==> src/pth_pkg.sv <==
// Package for the period timer with hardware limit: constants and types
package pth_pkg;

  localparam int          CNT_W      = 8;
  localparam int          PRE_W      = 3;
  localparam int          POST_W     = 4;
  localparam int          MODE_W     = 5;
  localparam int          SRC_W      = 4;
  localparam int          PRE_CNT_W  = 7;
  localparam logic [7:0]  COUNT_RST  = 8'h00;
  localparam logic [7:0]  PERIOD_RST = 8'hFF;
  localparam logic [6:0]  PRE_ZERO   = 7'h00;
  localparam logic [3:0]  POST_ZERO  = 4'h0;
  localparam logic [6:0]  PRE_ONE    = 7'h01;
  localparam logic [3:0]  POST_ONE   = 4'h1;
  localparam logic [7:0]  COUNT_ONE  = 8'h01;

  // Major operation, upper two mode bits
  typedef enum logic [1:0] {
    PTH_FREE    = 2'b00,
    PTH_ONESHOT = 2'b01,
    PTH_MONO    = 2'b10,
    PTH_RSVD    = 2'b11
  } pth_major_e;

  // Timer control register contents
  typedef struct packed {
    logic              run_enable;
    logic [PRE_W-1:0]  prescale_select;
    logic [POST_W-1:0] postscale_select;
  } pth_ctrl_s;

  // Software write port for count and period
  typedef struct packed {
    logic             count_we;
    logic             period_we;
    logic [CNT_W-1:0] wdata;
  } pth_wr_s;

endpackage

==> src/pth_timer.sv <==
// Period timer with hardware limit, prescaler and postscaler
`timescale 1ns/100ps
module pth_timer
  import pth_pkg::*;
#(
  parameter int SRC_N = 16
) (
  input  wire logic                 clock,
  input  wire logic                 rst,
  input  wire pth_ctrl_s            timer_control_reg,
  input  wire logic                 ctrl_we,
  input  wire pth_wr_s              sw_wr,
  input  wire logic [MODE_W-1:0]    hw_limit_control_reg,
  input  wire logic [SRC_W-1:0]     ext_reset_source_select,
  input  wire logic [SRC_N-1:0]     ext_sources,
  input  wire logic                 debug_freeze,
  output logic                      run_enable_clr,
  output logic [CNT_W-1:0]          count_value,
  output logic [CNT_W-1:0]          period_value,
  output logic                      period_pulse_out,
  output logic                      period_match,
  output logic                      timer_tick
);

  // ****************************************
  // Synchronisers
  // ****************************************
  logic             run_s1_q, run_s2_q, ers_prev_q;
  logic [SRC_N-1:0] src_s1_q, src_s2_q;
  logic             ers_sel;

  // Pick the source only after both sync stages, so no logic sees a raw pin
  assign ers_sel = src_s2_q[ext_reset_source_select];

  // Two stage sync of run enable and external signal
  always_ff @(posedge clock) begin
    if (rst) begin
      run_s1_q   <= 1'b0;
      run_s2_q   <= 1'b0;
      src_s1_q   <= '0;
      src_s2_q   <= '0;
      ers_prev_q <= 1'b0;
    end else begin
      run_s1_q   <= timer_control_reg.run_enable;
      run_s2_q   <= run_s1_q;
      src_s1_q   <= ext_sources;
      src_s2_q   <= src_s1_q;
      ers_prev_q <= ers_sel;
    end
  end

  // ****************************************
  // Mode decode
  // ****************************************
  pth_major_e major;
  logic [2:0] sub;
  logic       ers, rise, fall, anye, start_ev, hw_rst, gate_ok, edge_start;

  assign major = pth_major_e'(hw_limit_control_reg[4:3]);
  assign sub   = hw_limit_control_reg[2:0];
  assign ers   = ers_sel;
  assign rise  = ~debug_freeze & ers & ~ers_prev_q;
  assign fall  = ~debug_freeze & ~ers & ers_prev_q;

  // Start, gate and reset conditions per mode
  always_comb begin
    anye       = rise | fall;
    gate_ok    = 1'b1;
    hw_rst     = 1'b0;
    start_ev   = 1'b0;
    edge_start = 1'b0;
    case (major)
      PTH_FREE: begin
        case (sub)
          3'b000: gate_ok = 1'b1;
          3'b001: gate_ok = debug_freeze | ers;
          3'b010: gate_ok = debug_freeze | ~ers;
          3'b011: hw_rst  = anye;
          3'b100: hw_rst  = rise;
          3'b101: hw_rst  = fall;
          3'b110: hw_rst  = ~debug_freeze & ~ers;
          3'b111: hw_rst  = ~debug_freeze & ers;
          default: gate_ok = 1'b1;
        endcase
      end
      PTH_ONESHOT, PTH_MONO: begin
        edge_start = 1'b1;
        case (sub)
          3'b001: start_ev = rise;
          3'b010: start_ev = fall;
          3'b011: start_ev = anye;
          3'b100: begin start_ev = rise; hw_rst = rise; end
          3'b101: begin start_ev = fall; hw_rst = fall; end
          3'b110: begin start_ev = rise; hw_rst = ~debug_freeze & ~ers; end
          3'b111: begin start_ev = fall; hw_rst = ~debug_freeze & ers; end
          default: begin edge_start = 1'b0; start_ev = 1'b0; end
        endcase
        if (major == PTH_MONO && sub > 3'b011) begin
          edge_start = 1'b0; // Reserved monostable codes
          hw_rst     = 1'b0;
        end
      end
      default: begin
        gate_ok = 1'b0;
      end
    endcase
  end

  logic mode_ok;
  assign mode_ok = ~((major == PTH_RSVD) |
                     (major == PTH_MONO && (sub == 3'b000 || sub > 3'b011)));

  // ****************************************
  // Prescaler
  // ****************************************
  logic [PRE_CNT_W-1:0] pre_q;
  logic [PRE_CNT_W-1:0] pre_last;
  logic                 tick, clr_scalers, armed_q, running;

  assign pre_last = PRE_CNT_W'((8'h01 << timer_control_reg.prescale_select) - 8'h01);
  assign tick     = (pre_q >= pre_last);

  // Prescale counter, cleared on control and count writes and on resets
  always_ff @(posedge clock) begin
    if (rst || clr_scalers) begin
      pre_q <= PRE_ZERO;
    end else if (running) begin
      pre_q <= tick ? PRE_ZERO : pre_q + PRE_ONE;
    end
  end

  // ****************************************
  // Run state
  // ****************************************
  logic stopped_q, prev_run_q;
  logic match;

  assign match   = tick & (count_value == period_value);
  assign running = run_s2_q & armed_q & ~stopped_q & gate_ok & mode_ok &
                   ~(hw_rst & ~edge_start);
  assign clr_scalers = ctrl_we | sw_wr.count_we | (hw_rst & run_s2_q);

  // Arm on enable, waiting for a fresh edge in edge-start modes
  always_ff @(posedge clock) begin
    if (rst) begin
      armed_q    <= 1'b0;
      stopped_q  <= 1'b0;
      prev_run_q <= 1'b0;
    end else begin
      prev_run_q <= run_s2_q;
      if (!run_s2_q) begin
        armed_q   <= 1'b0;
        stopped_q <= 1'b0;
      end else if (!prev_run_q) begin
        armed_q   <= ~edge_start;
        stopped_q <= 1'b0;
      end else if (edge_start && start_ev && (!armed_q || stopped_q)) begin
        armed_q   <= 1'b1;
        stopped_q <= 1'b0;
      end else if (running && match && major != PTH_FREE) begin
        stopped_q <= 1'b1;
      end
    end
  end

  // Software clear request for run enable in one-shot
  always_ff @(posedge clock) begin
    if (rst) begin
      run_enable_clr <= 1'b0;
    end else begin
      run_enable_clr <= running & match & (major == PTH_ONESHOT);
    end
  end

  // ****************************************
  // Count and period
  // ****************************************
  always_ff @(posedge clock) begin
    if (rst) begin
      count_value <= COUNT_RST;
    end else if (sw_wr.count_we) begin
      count_value <= sw_wr.wdata;
    end else if (hw_rst && run_s2_q) begin
      count_value <= COUNT_RST;
    end else if (running && tick) begin
      count_value <= match ? COUNT_RST : count_value + COUNT_ONE;
    end
  end

  // Period register
  always_ff @(posedge clock) begin
    if (rst) begin
      period_value <= PERIOD_RST;
    end else if (sw_wr.period_we) begin
      period_value <= sw_wr.wdata;
    end
  end

  // ****************************************
  // Postscaler
  // ****************************************
  logic [POST_W-1:0] post_q;
  logic              restart;

  assign restart = edge_start & start_ev & run_s2_q & (~armed_q | stopped_q);

  // Count period matches and fire on select
  always_ff @(posedge clock) begin
    if (rst || clr_scalers || restart || (run_s2_q && !prev_run_q)) begin
      post_q           <= POST_ZERO;
      period_pulse_out <= 1'b0;
    end else if (running && match) begin
      if (post_q == timer_control_reg.postscale_select) begin
        post_q           <= POST_ZERO;
        period_pulse_out <= 1'b1;
      end else begin
        post_q           <= post_q + POST_ONE;
        period_pulse_out <= 1'b0;
      end
    end else begin
      period_pulse_out <= 1'b0;
    end
  end

  // Registered timing signals for PWM logic
  always_ff @(posedge clock) begin
    if (rst) begin
      period_match <= 1'b0;
      timer_tick   <= 1'b0;
    end else begin
      period_match <= running & match;
      timer_tick   <= running & tick;
    end
  end

endmodule // pth_timer

==> config.mk <==
export PLATFORM = sky130hd
export DESIGN_NAME = pth_timer
export DESIGN_NICKNAME = d
export VERILOG_FILES = /design/src/pth_pkg.sv /design/src/pth_timer.sv
export SDC_FILE = /design/constraint.sdc
export NUM_CORES = 1
export LEC_CHECK = 0
export BUFFER_PORTS_ARGS = -buffer_cell sky130_fd_sc_hd__clkbuf_2
export CELL_PAD_IN_SITES_DETAIL_PLACEMENT = 1
export CELL_PAD_IN_SITES_GLOBAL_PLACEMENT = 2
export CORE_MARGIN = 3
export CORE_UTILIZATION = 36
export DETAILED_ROUTE_END_ITERATION = 10
export GPL_TIMING_DRIVEN = 1
export PLACE_DENSITY = 0.92
export SLEW_MARGIN = 40
export SYNTH_ARGS = -nofsm -noshare
export SYNTH_HDL_FRONTEND = slang
export SYNTH_SLANG_ARGS = --single-unit
==> constraint.sdc <==
create_clock -name clock -period 6.1 [get_ports clock]
set_clock_uncertainty 0.2 [all_clocks]
set_input_delay 0 -clock clock [delete_from_list [all_inputs] [get_ports clock]]
set_output_delay 0 -clock clock [all_outputs]
set_load 0.05 [all_outputs]
==> out/metrics.yaml <==
status:
  outcome: "finished, final reports clean"
layout:
  register_area_um2: 1380
  layout_commonest_cell: "dfxtp_1"
  antenna_cells: 0
  layout_common_cells: "dfxtp_1 (69), clkbuf_2 (66), nor2b_1 (49)"
  nFillCells: 1023
  multi_input_area_um2: 1780
  layout-drive-gt1-share_pct: 20.7
  fin_area_um2: 4280
  syn_to_final_growth_pct: 31.1
  nets: 502
  fin_cells: 553
timing:
  finalSetupViolations: 0
  tightest_slew_ns: 0.789
  fmax_ghz: 0.297
  hold_violations: 0
  finalSetupTns_ns: 0
  finalMaxSlewViolations: 0
  period_minus_slack_ns: 3.36
  rsz0062_at_grt: "no"
  slew_headroom_pct: 46.9
  fin_crit_sh_pct: 55.2
cts:
  clk_latency_ns: 0.35
  cts_root_buf: "clkbuf_8"
  max-clock-path-buffers: 2
  cts_sinks: 69
  cts_htree_levels: 3
  cts_tree: "built"
  cts.reportedPaths.clkPinSlew_ns: 0.09
  numCtsBuffers: 9
  ctsResizeCount: 0
min_path:
  holdCritPathClass: "in2reg"
  hold_depth: 4
  whs_endpoint: "stopped_q$_SDFFE_PP0P_"
  min_from: "debug_freeze"
synth:
  async_flop_share_pct: 0
  yosysTopAreaCell: "dfxtp_1"
  synth_cell_types: 55
  synth_mux_area_share_pct: 4.71
  synthTopCellsByArea: "dfxtp_1 (42%), nor2b_1 (9.4%), ha_1 (5.7%), xnor2_1 (3.0%), mux4_1 (2.4%)"
  ys.warnings.count: 0
  synth-seq-cells: 69
  synth-simple-area-share_pct: 22.3
  syn_area_per_cell_um2: 9.69
  synth_cells: 337
  synth-compound-area-share_pct: 16.2
  synth_top_family_by_area: "simple AND/OR/NAND/NOR gates"
  syn-num-nets: 399
  synth-edff-count: 0
  post_synth_fa_ha_maj_area_fraction_pct: 5.75
  synth_xor_area_share_pct: 5.36
  synthFlopType: "dfxtp_1"
  synth_top_area_share_pct: 42.3
  synth.yosys.seq_area_share_pct: 42.3
  syn-cell-area_um2: 3270
floorplan:
  io_pins: 67
  core-area_um2: 8760
  start_util_pct: 37.3
  die_x_um: 101
  die_h_um: 101
  dieArea_um2: 10200
  core.rowCount: 34
routing:
  drt_first_pass_iters: 4
  wire_per_inst_um: 15.7
  ant_nets: 0
  drc: 0
  num_vias: 2842
  drt_iter0_drc: 68
  avgViaCountPerCell: 5.14
  finalWirelength_mm: 8.68
placed_design:
  place_inst: 498
  portBuffers: 66
  dp_hpwl_mm: 5.82
  gp_congestion: 0.894
  place_area_um2: 3680
setup_path:
  reg2reg_slack_ns: 2.74
  reg2reg_depth: 7
  worstSetupPathType: "reg2reg"
  cp-start-kind: "flop"
  critPathRequiredTime_ns: 6.19
  arrival_ns: 3.45
  r2r_start: "src_s2_q[5]$_SDFF_PP0_"
  critPathMaxFanout: 11
  crit_path_end_kind: "flop"
  r2r_end: "post_q[3]$_SDFFE_PP0P_"
flow_run:
  drv_cap: 0
grt:
  track_usage_pct: 17.6
  grt_pass1_vias: 2990
  grt_max_degree: 58
  antenna_found_initial: 0
  grt_pass1_wl_mm: 14.2
  grt.overflow.total: 0
power:
  peakVddDrop_mv: 0.114
  p_leak_nw: 1.75
  p_per_area_nw_per_um2: 239
[state kept, by name, summed over array words and instances (netlist names)]
signal,count
prev_run_q,1
src_s1_q,16
src_s2_q,16
pre_q,7
run_s1_q,1
armed_q,1
count_value,8
stopped_q,1
run_enable_clr,1
period_value,8
post_q,4
ers_prev_q,1
timer_tick,1
period_pulse_out,1
period_match,1
run_s2_q,1
[timing repair]
item	4_1_cts	5_1_grt
endpoints found under the setup margin	0	0
hold buffers	39	0
buffers inserted	0	0
hold endpoints to repair	46	0
[routing by layer]
metal,part of all wire (%),up-vias,GRT usage (%)
li1,-,1415,-
met1,45,1363,21.4
met2,51,55,31.3
met3,3.5,9,3.72
met4,1.2,0,4.91
met5,0,-,0
[synthesized netlist by cell type (6+ instances only)]
cell type,instances
dfxtp_1,69
nor2b_1,49
nor2_1,19
nand2_1,17
a21oi_1,15
ha_1,15
inv_1,13
xnor2_1,11
clkbuf_1,10
o21ai_0,9
xor2_1,9
a211o_1,8
a221oi_1,7
nand3_1,7
nand4_1,6
nor3_1,6
[worst max-delay path by stage]
stage                           startpoint                      to  depth (start not counted)
floorplan           src_s2_q[7]$_SDFF_PP0_  post_q[2]$_SDFFE_PP0P_                          8
global placement      timer_control_reg[6]  post_q[3]$_SDFFE_PP0P_                         12
detailed placement    timer_control_reg[6]  post_q[2]$_SDFFE_PP0P_                         12
CTS                 src_s2_q[1]$_SDFF_PP0_  post_q[2]$_SDFFE_PP0P_                          7
global route        src_s2_q[1]$_SDFF_PP0_  post_q[2]$_SDFFE_PP0P_                          7
finish              src_s2_q[5]$_SDFF_PP0_  post_q[3]$_SDFFE_PP0P_                          7
[power breakdown]
| group | internal [W] | switching, W |
|---|---|---|
| logic | 0.0000661 | 0.0000776 |
| clock network | 0.000199 | 0.000204 |
| registers | 0.000467 | 0.0000107 |
| total | 0.000733 | 0.000292 |
[critical path, stage by stage, from the launching register on]
cell      delay, ns
dfxtp_1        0.31
mux4_1         0.50
mux4_2         0.58
a2111o_1       0.42
a22oi_4        0.32
nand3_2        0.27
or4_1          0.57
a21oi_1        0.14
[kinds of logic after synthesis]
group | count (synthesis)
compound gates | 69
xor+xnor | 20
fa+ha+maj | 15
buf+inv | 27
flops | 69
mux | 8
simple gates | 129
[metrics by stage]
step	hold slack [ns]	total power [W]	utilization [%]	setup WS (ns)
after floorplan	-0.105	0.000567	-	3.00
after global placement	0.00998	0.000605	42.0	2.80
after detailed placement	0.0145	0.000610	42.0	2.59
after CTS	0.00769	0.00103	48.9	2.72
after global routing	0.0335	0.00107	48.9	2.58
final	0.0194	0.00102	48.9	2.74
[cell type report]
class	instances	area share [%]
multi-input cells	241	41.5
flip-flops and latches	69	32.3
repair buffers	106	17.0
well taps	108	3.16
clock buffers	9	2.89
clock inverters	7	2.07
inverters	13	1.14
Power figures use the tool's default switching activity.
